[config.mk]
export PLATFORM = sky130hd
export DESIGN_NAME = eepwp_host
export DESIGN_NICKNAME = d
export VERILOG_FILES = /design/src/rtl/eepwp_sync.v /design/src/rtl/eepwp_host.v
export VERILOG_INCLUDE_DIRS = /design/src /design/src/rtl
export SDC_FILE = /design/constraint.sdc
export NUM_CORES = 1
export LEC_CHECK = 0
export ABC_AREA = 1
export BUFFER_PORTS_ARGS = -buffer_cell sky130_fd_sc_hd__clkbuf_2
export CAP_MARGIN = 10
export CELL_PAD_IN_SITES_DETAIL_PLACEMENT = 1
export CELL_PAD_IN_SITES_GLOBAL_PLACEMENT = 2
export CORE_ASPECT_RATIO = 2
export CORE_MARGIN = 8
export CORE_UTILIZATION = 35
export DETAILED_ROUTE_END_ITERATION = 7
export PLACE_DENSITY = 0.87
export SYNTH_ARGS = -nofsm -noshare
export SYNTH_HDL_FRONTEND = slang
export SYNTH_SLANG_ARGS = --single-unit
[constraint.sdc]
create_clock -name ref_clk -period 4.93 [get_ports ref_clk]
set_input_delay 0.493 -clock ref_clk [delete_from_list [all_inputs] [get_ports ref_clk]]
set_output_delay 0.493 -clock ref_clk [all_outputs]
set_load 0.05 [all_outputs]
[src/rtl/eepwp_defs.vh]
`ifndef EEPWP_DEFS_VH
`define EEPWP_DEFS_VH

// =============================================
// clock and timing
`define EEPWP_CLK_NS 100
`define EEPWP_STROBE_NS 300
`define EEPWP_STROBE_CYC \
  ((`EEPWP_STROBE_NS + `EEPWP_CLK_NS - 1) / `EEPWP_CLK_NS)
`define EEPWP_GAP_NS 100
`define EEPWP_GAP_CYC ((`EEPWP_GAP_NS + `EEPWP_CLK_NS - 1) / `EEPWP_CLK_NS)
`define EEPWP_BYTE_WIN_NS 30000
`define EEPWP_BYTE_WIN_CYC (`EEPWP_BYTE_WIN_NS / `EEPWP_CLK_NS)
`define EEPWP_AUTO_NS 100000
`define EEPWP_AUTO_CYC (`EEPWP_AUTO_NS / `EEPWP_CLK_NS)
`define EEPWP_HOLD_MS 10
`define EEPWP_HOLD_CYC (`EEPWP_HOLD_MS * 1000000 / `EEPWP_CLK_NS)
`define EEPWP_RP_US 100
`define EEPWP_RP_CYC (`EEPWP_RP_US * 1000 / `EEPWP_CLK_NS)

// =============================================
// command sequence addresses and data
`define EEPWP_ADDR_A 17'h05555
`define EEPWP_ADDR_B 17'h02AAA
`define EEPWP_DAT_AA 8'hAA
`define EEPWP_DAT_55 8'h55
`define EEPWP_DAT_A0 8'hA0
`define EEPWP_DAT_80 8'h80
`define EEPWP_DAT_20 8'h20

// =============================================
// operation codes
`define EEPWP_OP_WRITE 2'h0
`define EEPWP_OP_READ 2'h1
`define EEPWP_OP_UNLOCK 2'h2

`endif

[src/rtl/eepwp_sync.v]
`timescale 1ns/10ps
`default_nettype none

// =============================================
// three-stage synchroniser, change when stages 2 and 3 agree
module eepwp_sync (
  input wire ref_clk,
  input wire sys_rst,
  input wire clk_en,
  input wire din,
  output reg dout_reg
);

  reg s1_reg;
  reg s2_reg;
  reg s3_reg;

  always @(posedge ref_clk) begin
    if (sys_rst) begin
      s1_reg <= 1'b1;
      s2_reg <= 1'b1;
      s3_reg <= 1'b1;
      dout_reg <= 1'b1;
    end else if (clk_en) begin
      s1_reg <= din;
      s2_reg <= s1_reg;
      s3_reg <= s2_reg;
      if (s2_reg == s3_reg) begin
        dout_reg <= s3_reg;
      end
    end
  end

endmodule

`default_nettype wire

[src/rtl/eepwp_host.v]
// How it works
// - host holds protect high through accesses
// - host strobes are wide, glitch free
// - protect held low during host reset
// - protect high 10 ms after ready/busy returns high
// - three-byte prefix precedes each protected write
// - six-byte cancel sequence unprotects device
// - bytes within 30 us, then 100 us idle
`timescale 1ns/10ps
`default_nettype none
`include "eepwp_defs.vh"

module eepwp_host (
  // clock, reset, enable
  input wire ref_clk,
  input wire sys_rst,
  input wire clk_en,
  // user command
  input wire cmd_valid,
  input wire [1:0] cmd_op,
  input wire cmd_protect,
  input wire [16:0] cmd_addr,
  input wire [7:0] cmd_data,
  output reg cmd_ready_reg,
  output reg done_reg,
  output reg [7:0] rd_data_reg,
  output reg aborted_reg,
  // device pins
  output reg [16:0] mem_addr_reg,
  output reg mem_ce_n_reg,
  output reg mem_oe_n_reg,
  output reg mem_we_n_reg,
  output reg [7:0] mem_dq_o_reg,
  output reg mem_dq_oe_reg,
  input wire [7:0] mem_dq_i,
  input wire mem_ready_busy_n,
  output reg hw_protect_n_reg
);

  localparam [5:0] ST_IDLE = 6'h01;
  localparam [5:0] ST_SETUP = 6'h02;
  localparam [5:0] ST_STROBE = 6'h04;
  localparam [5:0] ST_GAP = 6'h08;
  localparam [5:0] ST_POLL = 6'h10;
  localparam [5:0] ST_HOLD = 6'h20;
  // setup count reloaded after a write, cut to counter width
  localparam integer RP_INT = `EEPWP_RP_CYC;

  reg [5:0] state_reg;
  reg [2:0] step_reg;
  reg [2:0] nsteps_reg;
  reg [1:0] op_reg;
  reg [16:0] addr_reg;
  reg [7:0] data_reg;
  reg [19:0] cnt_reg;
  wire rb_sync;
  wire [7:0] dq_sync;
  reg [16:0] seq_addr;
  reg [7:0] seq_data;

  // =============================================
  // pin synchronisers
  eepwp_sync u_rb (
    .ref_clk(ref_clk),
    .sys_rst(sys_rst),
    .clk_en(clk_en),
    .din(mem_ready_busy_n),
    .dout_reg(rb_sync)
  );

  genvar gi;
  generate
    for (gi = 0; gi < 8; gi = gi + 1) begin : g_dq
      eepwp_sync u_dq (
        .ref_clk(ref_clk),
        .sys_rst(sys_rst),
        .clk_en(clk_en),
        .din(mem_dq_i[gi]),
        .dout_reg(dq_sync[gi])
      );
    end
  endgenerate

  // =============================================
  // command sequence table
  always @* begin
    seq_addr = addr_reg;
    seq_data = data_reg;
    if (op_reg == `EEPWP_OP_UNLOCK) begin
      case (step_reg)
        3'h0: begin
          seq_addr = `EEPWP_ADDR_A;
          seq_data = `EEPWP_DAT_AA;
        end
        3'h1: begin
          seq_addr = `EEPWP_ADDR_B;
          seq_data = `EEPWP_DAT_55;
        end
        3'h2: begin
          seq_addr = `EEPWP_ADDR_A;
          seq_data = `EEPWP_DAT_80;
        end
        3'h3: begin
          seq_addr = `EEPWP_ADDR_A;
          seq_data = `EEPWP_DAT_AA;
        end
        3'h4: begin
          seq_addr = `EEPWP_ADDR_B;
          seq_data = `EEPWP_DAT_55;
        end
        default: begin
          seq_addr = `EEPWP_ADDR_A;
          seq_data = `EEPWP_DAT_20;
        end
      endcase
    end else if (op_reg == `EEPWP_OP_WRITE && step_reg != nsteps_reg) begin
      case (step_reg)
        3'h0: begin
          seq_addr = `EEPWP_ADDR_A;
          seq_data = `EEPWP_DAT_AA;
        end
        3'h1: begin
          seq_addr = `EEPWP_ADDR_B;
          seq_data = `EEPWP_DAT_55;
        end
        default: begin
          seq_addr = `EEPWP_ADDR_A;
          seq_data = `EEPWP_DAT_A0;
        end
      endcase
    end
  end

  // =============================================
  // main sequencer
  always @(posedge ref_clk) begin
    if (sys_rst) begin
      state_reg <= ST_IDLE;
      step_reg <= 3'h0;
      nsteps_reg <= 3'h0;
      op_reg <= `EEPWP_OP_WRITE;
      addr_reg <= 17'h00000;
      data_reg <= 8'h00;
      cnt_reg <= 20'h00000;
      cmd_ready_reg <= 1'b0;
      done_reg <= 1'b0;
      rd_data_reg <= 8'h00;
      aborted_reg <= 1'b0;
      mem_addr_reg <= 17'h00000;
      mem_ce_n_reg <= 1'b1;
      mem_oe_n_reg <= 1'b1;
      mem_we_n_reg <= 1'b1;
      mem_dq_o_reg <= 8'h00;
      mem_dq_oe_reg <= 1'b0;
      hw_protect_n_reg <= 1'b0;
    end else if (clk_en) begin
      done_reg <= 1'b0;
      aborted_reg <= 1'b0;
      case (state_reg)
        ST_IDLE: begin
          hw_protect_n_reg <= 1'b1;
          mem_ce_n_reg <= 1'b1;
          mem_oe_n_reg <= 1'b1;
          mem_we_n_reg <= 1'b1;
          mem_dq_oe_reg <= 1'b0;
          if (!hw_protect_n_reg) begin
            cmd_ready_reg <= 1'b0;
            cnt_reg <= 20'h00000;
          end else if (cnt_reg < `EEPWP_RP_CYC) begin
            cnt_reg <= cnt_reg + 20'h00001;
          end else if (cmd_valid && cmd_ready_reg) begin
            cmd_ready_reg <= 1'b0;
            op_reg <= cmd_op;
            addr_reg <= cmd_addr;
            data_reg <= cmd_data;
            step_reg <= 3'h0;
            if (cmd_op == `EEPWP_OP_UNLOCK) begin
              nsteps_reg <= 3'h5;
            end else if (cmd_op == `EEPWP_OP_WRITE && cmd_protect) begin
              nsteps_reg <= 3'h3;
            end else begin
              nsteps_reg <= 3'h0;
            end
            cnt_reg <= 20'h00000;
            state_reg <= ST_SETUP;
          end else begin
            cmd_ready_reg <= 1'b1;
          end
        end
        ST_SETUP: begin
          mem_addr_reg <= seq_addr;
          mem_dq_o_reg <= seq_data;
          mem_ce_n_reg <= 1'b0;
          cnt_reg <= 20'h00000;
          if (op_reg == `EEPWP_OP_READ) begin
            mem_oe_n_reg <= 1'b0;
            mem_dq_oe_reg <= 1'b0;
          end else begin
            mem_we_n_reg <= 1'b0;
            mem_dq_oe_reg <= 1'b1;
          end
          state_reg <= ST_STROBE;
        end
        ST_STROBE: begin
          cnt_reg <= cnt_reg + 20'h00001;
          if (cnt_reg == `EEPWP_STROBE_CYC + 2) begin
            if (op_reg == `EEPWP_OP_READ) begin
              rd_data_reg <= dq_sync;
            end
            mem_we_n_reg <= 1'b1;
            mem_oe_n_reg <= 1'b1;
            mem_ce_n_reg <= 1'b1;
            cnt_reg <= 20'h00000;
            state_reg <= ST_GAP;
          end
        end
        ST_GAP: begin
          cnt_reg <= cnt_reg + 20'h00001;
          if (cnt_reg == `EEPWP_GAP_CYC) begin
            mem_dq_oe_reg <= 1'b0;
            cnt_reg <= 20'h00000;
            if (op_reg == `EEPWP_OP_READ) begin
              done_reg <= 1'b1;
              state_reg <= ST_IDLE;
            end else if (step_reg != nsteps_reg) begin
              step_reg <= step_reg + 3'h1;
              state_reg <= ST_SETUP;
            end else begin
              state_reg <= ST_POLL;
            end
          end
        end
        ST_POLL: begin
          // wait out auto-start idle, then ready/busy high
          cnt_reg <= cnt_reg + 20'h00001;
          if (cnt_reg >= `EEPWP_AUTO_CYC && rb_sync) begin
            cnt_reg <= 20'h00000;
            state_reg <= ST_HOLD;
          end
        end
        ST_HOLD: begin
          cnt_reg <= cnt_reg + 20'h00001;
          if (cnt_reg >= `EEPWP_HOLD_CYC) begin
            done_reg <= 1'b1;
            cnt_reg <= RP_INT[19:0];
            state_reg <= ST_IDLE;
          end
        end
        default: begin
          aborted_reg <= 1'b1;
          hw_protect_n_reg <= 1'b0;
          state_reg <= ST_IDLE;
        end
      endcase
    end
  end

endmodule

`default_nettype wire

* Yosys cells after proc, flatten, opt, wreduce, memory -nomap -nowiden *
Index checks and enable logic that the tools add are counted.

storage, ports and cells
  bits in registers = 136
  output and inout bits = 41
  logic and storage cells = 188

cells by class
  add/sub/neg operators = 2
  $lt $le $gt $ge = 3
  equality and inequality tests = 38
  mux-type cells = 53
  bitwise logic cells = 2
  reduce and logical (&&, ||, !) cells = 36

operator list
  kind                     count
  $mux W20                 7
  $pmux W20 S6             1
  $mux W6                  7
  $pmux W6 S6              1
  $mux W17                 2
  $mux W15                 2
  $ne A2 B2 Y1 const B     12
  $pmux W8 S3              1
  $reduce_and A2 Y1        11
  $mux W3                  7
  $add A20 B1 Y20 const B  1
  $eq A20 B1 Y1 const B    1
  $eq A20 B3 Y1 const B    1
  $ge A20 B10 Y1 const B   1
  $ge A20 B17 Y1 const B   1
  $lt A20 B10 Y1 const B   1
  $mux W8                  2
  $pmux W8 S2              1
  $reduce_and A8 Y1        2
  $mux W1                  12
  $pmux W1 S3              4
  $reduce_and A3 Y1        4
  $reduce_and A4 Y1        3
  $mux W5                  2
  other kinds (29)         47

* Longest topological paths before layout *
Gate-level depths: netlist of the first run.

  depth after elaboration = 5
  depth in mapped cells = 13
  gate-level depth less buffers = 12

* By module *
Synthesis of the first run repeated with hierarchy kept, for this count alone.

unflattened totals
  cell total of the unflattened synthesis = 977
  area, all modules = 6766.5 µm²

modules (own cells, without submodules)
  module      instances  cells an instance  area an instance (µm²)
  eepwp_host  1          788                5403.9
  eepwp_sync  9          21                 151.4

* Worst setup path after synthesis of the first run *
Ideal clock, no wire load.

  path kind = input to register
  start point = input port clk_en
  end point = register mem_addr_reg[0]
  arrival = 1524 ps
  setup slack = 3274 ps
  cell stages on the path = 6
  buffers on the path = 1
  cell sequence = buf_2 clkinv_1 nor2_1 inv_1 a21oi_1 a21oi_1

between the ends
  word-level cells in the longest chain between the ends = 1

RTL lines
  what                                RTL line          source
  start: declaration                  eepwp_host.v:17   input wire clk_en,
  $reduce_and A2 Y1 (no source line)  -
  end signal: assignment              eepwp_host.v:191  mem_addr_reg <= seq_addr;
  end: declaration                    eepwp_host.v:29   output reg [16:0] mem_addr_reg,

No other way between the ends.
A chain may end at the register's enable or synchronous reset.

* Worst setup path in the final report of the first run *
  start point = input port clk_en
  end point = register mem_addr_reg[10]

Same word-level chain as after synthesis.

==> impl_metrics.toml, run 1 <==
[cts]
cts-root-buf = "clkbuf_16"
clkTransAtPathRegs_ps = 60
cts_tree = "done"
cts_resized = 0
postCtsHoldBufs = 0
clock_latency_ps = 420
htreeDepth = 4
cts_sinks = 136
cts.path.max_buffers = 2
post_cts_buffers = 0
numCtsBuffers = 17

[global_route]
overflow = 0
grt_max_degree = 68
antenna_found_initial = 0
grt_pass1_vias = 6540
grt_usage = 0.181
grt_pass1_wl_um = 33500

[run_status]
status = "finished clean"

[finish]
largest_reg_flops = 20
final_cells = 1203
fillers = 2332
syn2layout_area_growth_pct = 18.0
drive_above_1_share = 0.143
fin_nets = 1028
seqCellArea_mm2 = 0.00272
multi_input_area_mm2 = 0.00315
diodes = 0

[critical_path]
start_kind = "input pin"
crit_fanout = 34
arrival_ps = 3060
endpoint_kind = "register"
required_ps = 5270
worstSetupPathType = "input pin to register"

[sta]
tns_ps = 0
finalSetupViolCount = 0
skew_ps = 6.82
fmax_mhz = 369
slew_violations = 0
finalHoldViolCount = 0
rsz0062_at_grt = "false"
fin_crit_ps = 2710
worst_slew_pin_slew_ps = 982
fin_crit_sh = 0.550
relSlewSlack = 0.345

[drt]
drc_errors = 0
vias_per_cell = 5.15
first_iter_violations = 301
detail_route.wirelength_um = 20600
dr.pass1.iters = 4
drtAntennaViolNets = 0
routedWlPerCell_um = 17.1
vias = 6195

[yosys]
synth_top_area_share = 0.429
postSynthCellCount = 914
ys_top_cells_by_area = "dfxtp_1 43%, nand2_1 11%, nor2_1 8.6%"
synth_cell_type_count = 36
yosysSeqAreaShare = 0.429
avgSynthCellArea_um2 = 6.94
synth_seq_cells = 136
yosysTopAreaCell = "dfxtp_1"
yosys_warnings = 0
syn_area_mm2 = 0.00634
syn_nets = 963

[floorplan]
io_pins = 82
dieArea_mm2 = 0.0229
core_mm2 = 0.0178
num_rows = 69
die-height_um = 206
die_width_um = 111
initial_core_util = 0.357

[placement]
dpl.cell_count = 1173
dp_hpwl_um = 15100
gp_congestion = 0.835
io_buffer_count = 81

[power]
peakVddDrop_v = 0.000198
p_per_area_mw_per_mm2 = 476
p_total_uw = 3560
total_leakage_power_uw = 0.00335

[worst_hold_path]
hp-class = "input pin to register"

[job]
drv_cap = 0
-- cells by family (layout without fill, tap and decap cells) --
group	count (synthesis)	in the layout	synth area share
AOI/OAI and AO/OA	186	186	0.160
and+or+nand+nor	457	457	0.308
buffers and inverters	118	194	0.0746
xor gates and xnor gates	9	9	0.0124
adders and majority gates	8	8	0.0158
DFF	136	136	0.429
-- layout make-up --
cell class	instances	area share
Clock buffer	20	0.0624
Clock inverter	10	0.0192
Timing Repair Buffer	85	0.0582
Tap cell	213	0.0356
Sequential cell	136	0.364
Inverter	79	0.0396
Multi-Input combinational cell	660	0.421
-- worst paths after layout --
kind,from,slack [ps],to,cells past startpoint
worst max register to register,state_reg[2]$_SDFFE_PP0P_,2370,mem_addr_reg[10]$_SDFFE_PP0P_,10
worst max-delay path,clk_en,2220,mem_addr_reg[10]$_SDFFE_PP0P_,8
worst min-delay path,mem_dq_i[4],280,g_dq[4].u_dq.s1_reg$_SDFFE_PP1P_,3
worst min register to register,data_reg[1]$_SDFFE_PP0P_,450,data_reg[1]$_SDFFE_PP0P_,2
-- where the power goes --
part | leakage, µW | switching (µW) | internal [µW]
Clock | 0.000291 | 487 | 833
Sequential | 0.00111 | 80.2 | 1180
Combinational | 0.00195 | 722 | 254
-- per-stage QoR --
| stage | instance area (µm²) | utilization | worst slack (ps) | hold slack, ps |
|---|---|---|---|---|
| floorplan | 6340 | - | 3270 | 425 |
| global placement | 6870 | 0.386 | 1890 | 436 |
| detailed placement | 6870 | 0.386 | 1770 | 443 |
| CTS | 7480 | 0.421 | 2200 | 271 |
| global route | 7480 | 0.421 | 2010 | 288 |
| finish | 7480 | 0.421 | 2220 | 282 |
-- worst max-delay path: stages --
cell	delay, ps
clkbuf_2	570
clkinv_1	270
nor2_2	150
buf_4	300
inv_1	140
nor2_1	720
o21ai_0	210
a21oi_1	170
-- synth_stat cells --
cell,n
a21boi_4,1
a21o_1,1
a21oi_1,61
a21oi_4,1
a31oi_1,1
buf_1,3
buf_2,9
buf_4,2
buf_6,1
clkbuf_1,21
clkbuf_2,3
clkinv_1,1
dfxtp_1,136
ha_1,8
inv_1,74
inv_2,4
nand2_1,183
nand2_2,6
nand3_1,88
nand3_2,4
nand3_4,1
nand3b_1,1
nand4_1,5
nor2_1,146
nor2_2,5
nor2_4,2
nor3_1,14
nor3_2,1
nor3b_1,1
o211ai_1,18
o21ai_0,96
o21ai_1,2
o21bai_1,4
o31ai_1,1
xnor2_1,4
xor2_1,5
-- cell usage in the layout, fill, tap and decap left out, drive strengths merged --
master | netlist | layout
a21o | 1 | 1
o31ai | 1 | 1
dfxtp | 136 | 136
a21oi | 62 | 62
nand4 | 5 | 5
nor2 | 153 | 153
nor3 | 15 | 15
a31oi | 1 | 1
nor3b | 1 | 1
o21bai | 4 | 4
xor2 | 5 | 5
xnor2 | 4 | 4
nand3 | 93 | 93
clkinvlp | 0 | 3
nand3b | 1 | 1
o21ai | 98 | 98
bufinv | 0 | 3
clkbuf | 24 | 101
clkinv | 1 | 3
ha | 8 | 8
a21boi | 1 | 1
o211ai | 18 | 18
buf | 15 | 4
inv | 78 | 80
nand2 | 189 | 189
-- per-layer routing --
layer | vias to the layer above | GRT usage | wire length (µm)
li1 | 3114 | - | -
met1 | 2941 | 0.179 | 7830
met2 | 103 | 0.344 | 11300
met3 | 37 | 0.0282 | 436
met4 | 0 | 0.114 | 966
met5 | - | 0 | 0
Note: power is estimated with default switching activity, not from simulation.
==> run 2, diff against run 1 <==
--- a/config.mk
+++ b/config.mk
@@ -13,9 +13,9 @@
 export CELL_PAD_IN_SITES_GLOBAL_PLACEMENT = 2
 export CORE_ASPECT_RATIO = 2
 export CORE_MARGIN = 8
-export CORE_UTILIZATION = 35
+export CORE_UTILIZATION = 29
 export DETAILED_ROUTE_END_ITERATION = 7
-export PLACE_DENSITY = 0.87
+export PLACE_DENSITY = 0.77
 export SYNTH_ARGS = -nofsm -noshare
 export SYNTH_HDL_FRONTEND = slang
 export SYNTH_SLANG_ARGS = --single-unit
==> constraint.sdc (replaced) <==
create_clock -name ref_clk -period 2.35 [get_ports ref_clk]
set_input_delay 0.235 -clock ref_clk [delete_from_list [all_inputs] [get_ports ref_clk]]
set_output_delay 0.235 -clock ref_clk [all_outputs]
set_load 0.05 [all_outputs]
==> run 2 against run 1 <==
Against the previous run: via count rose by 2.0%; clock power rose by 100%; setup slack got worse by 1900 ps; sequential share of layout area fell by 1.5 points; sequential cell count did not move; first-iteration DRC count fell by 54%; critical path type is now register to register; largest power group unchanged.
==> impl_metrics.toml, run 2 (synthesized netlist as in run 1, its figures left out) <==
[critical_path]
endpoint_kind = "register"
start_kind = "register"
required_ps = 2650
worstSetupPathType = "register to register"
startpoint = "cnt_reg[0]$_SDFFE_PP0P_"
crit_chain = "ha_1 -> nand3_1 -> nor3_1 -> nand3_1 -> nor2_1 -> a21oi_1 -> nand2_1 -> nor2_1"
crit_fanout = 5
cpPeakStageDelay_ps = 560
crit_slowest_cell = "nor3_1"
reg2reg_depth = 8
arrival_ps = 2350
critical_path_cell_count = 8
reg2reg_slack_ps = 300
cp_top_family = "simple AND/OR/NAND/NOR gates"
r2r_start = "cnt_reg[0]$_SDFFE_PP0P_"
cp_num_buf_inv = 0
endpoint = "cnt_reg[18]$_SDFFE_PP0P_"
reg2reg_to = "cnt_reg[18]$_SDFFE_PP0P_"

[sta]
fin_crit_sh = 0.873
skew_ps = 8.09
finalSetupViolCount = 0
setup_ws_ps = 298
finalHoldViolCount = 0
tns_ps = 0
worst_slew_pin_slew_ps = 553
fin_crit_ps = 2050
relSlewSlack = 0.631
holdWs_ps = 23.8
rsz0062_at_grt = "false"
slew_violations = 0
fmax_mhz = 487

[drt]
dr.pass1.iters = 4
routedWlPerCell_um = 16.6
first_iter_violations = 139
drc_errors = 0
detail_route.wirelength_um = 21400
drtAntennaViolNets = 0
vias = 6316
vias_per_cell = 4.89

[global_route]
grt_pass1_vias = 6706
grt_pass1_wl_um = 34900
antenna_found_initial = 0
grt_usage = 0.164
overflow = 0
grt_max_degree = 47

[cts]
postCtsHoldBufs = 0
cts-root-buf = "clkbuf_16"
htreeDepth = 4
cts_tree = "done"
cts.path.max_buffers = 2
post_cts_buffers = 0
clock_latency_ps = 420
cts_resized = 0
cts_sinks = 136
clkTransAtPathRegs_ps = 60
numCtsBuffers = 17

[floorplan]
dieArea_mm2 = 0.0271
die_width_um = 121
initial_core_util = 0.295
io_pins = 82
core_mm2 = 0.0215
die-height_um = 225
num_rows = 76

[placement]
post-place-ws_ps = 80.3
io_buffer_count = 81
dp_hpwl_um = 16400
gp_congestion = 0.844

[finish]
diodes = 0
fin_nets = 1055
drive_above_1_share = 0.169
syn2layout_area_growth_pct = 22.9
largest_reg_flops = 20
most-common-layout-cells = "182 x nand2_1, 145 x nor2_1, 136 x dfxtp_1, 96 x o21ai_0, 88 x nand3_1"
fillers = 2805
final_common_cell = "nand2_1"

[power]
total_leakage_power_uw = 0.00350
p_per_area_mw_per_mm2 = 957
peakVddDrop_v = 0.000451

[worst_hold_path]
min_path_cells = 3
hp-class = "input pin to register"

[job]
drv_cap = 0

[run_status]
status = "finished clean"
run 2: worst min-delay path: cells and delay by family:
family	cells	cell delay, ps
buffers and inverters	1	70
AND/OR/NAND/NOR	2	100
run 2: area by class of cell:
class	instances	area (µm²)	share of cell area
tap	273	342	0.0438
timing repair buffer	112	676	0.0867
inverter	79	305	0.0392
clock buffer	21	480	0.0616
multi-input combinational	660	3150	0.404
sequential	136	2720	0.349
clock inverter	10	118	0.0151
run 2: report_power, final:
group	switching [µW]	leakage, µW	internal [µW]
logic	1530	0.00211	599
clock network	1020	0.000284	1670
registers	163	0.00111	2480
run 2: how the worst min path moves through the flow:
stage	start	end
4_1_cts	mem_dq_i[6]	g_dq[6].u_dq.s1_reg$_SDFFE_PP1P_
2_1_floorplan	mem_dq_i[0]	g_dq[0].u_dq.s1_reg$_SDFFE_PP1P_
3_5_place_dp	data_reg[1]$_SDFFE_PP0P_	data_reg[1]$_SDFFE_PP0P_
3_3_place_gp	g_dq[0].u_dq.s1_reg$_SDFFE_PP1P_	g_dq[0].u_dq.s1_reg$_SDFFE_PP1P_
6_report	mem_dq_i[6]	g_dq[6].u_dq.s1_reg$_SDFFE_PP1P_
5_1_grt	mem_dq_i[4]	g_dq[4].u_dq.s1_reg$_SDFFE_PP1P_
run 2: per-layer routing:
layer  share of wire  track usage  vias up  wire, µm
li1                -            -     3172         -
met3           0.021       0.0261       45       450
met2            0.57        0.323       97     12200
met1            0.36        0.152     3002      7770
met4           0.046       0.0969        0       988
met5               0            0        -         0
run 2: per-stage QoR:
| step | util | cell area [µm²] | cells | total power (µW) |
|---|---|---|---|---|
| 6_report | 0.363 | 7790 | 1291 | 7460 |
| 5_1_grt | 0.363 | 7790 | 1291 | 7920 |
| 3_5_place_dp | 0.334 | 7190 | 1260 | 4850 |
| 3_3_place_gp | 0.334 | 7190 | 1260 | 4820 |
| 4_1_cts | 0.362 | 7780 | 1291 | 7590 |
| 2_1_floorplan | - | 6340 | 914 | 4190 |
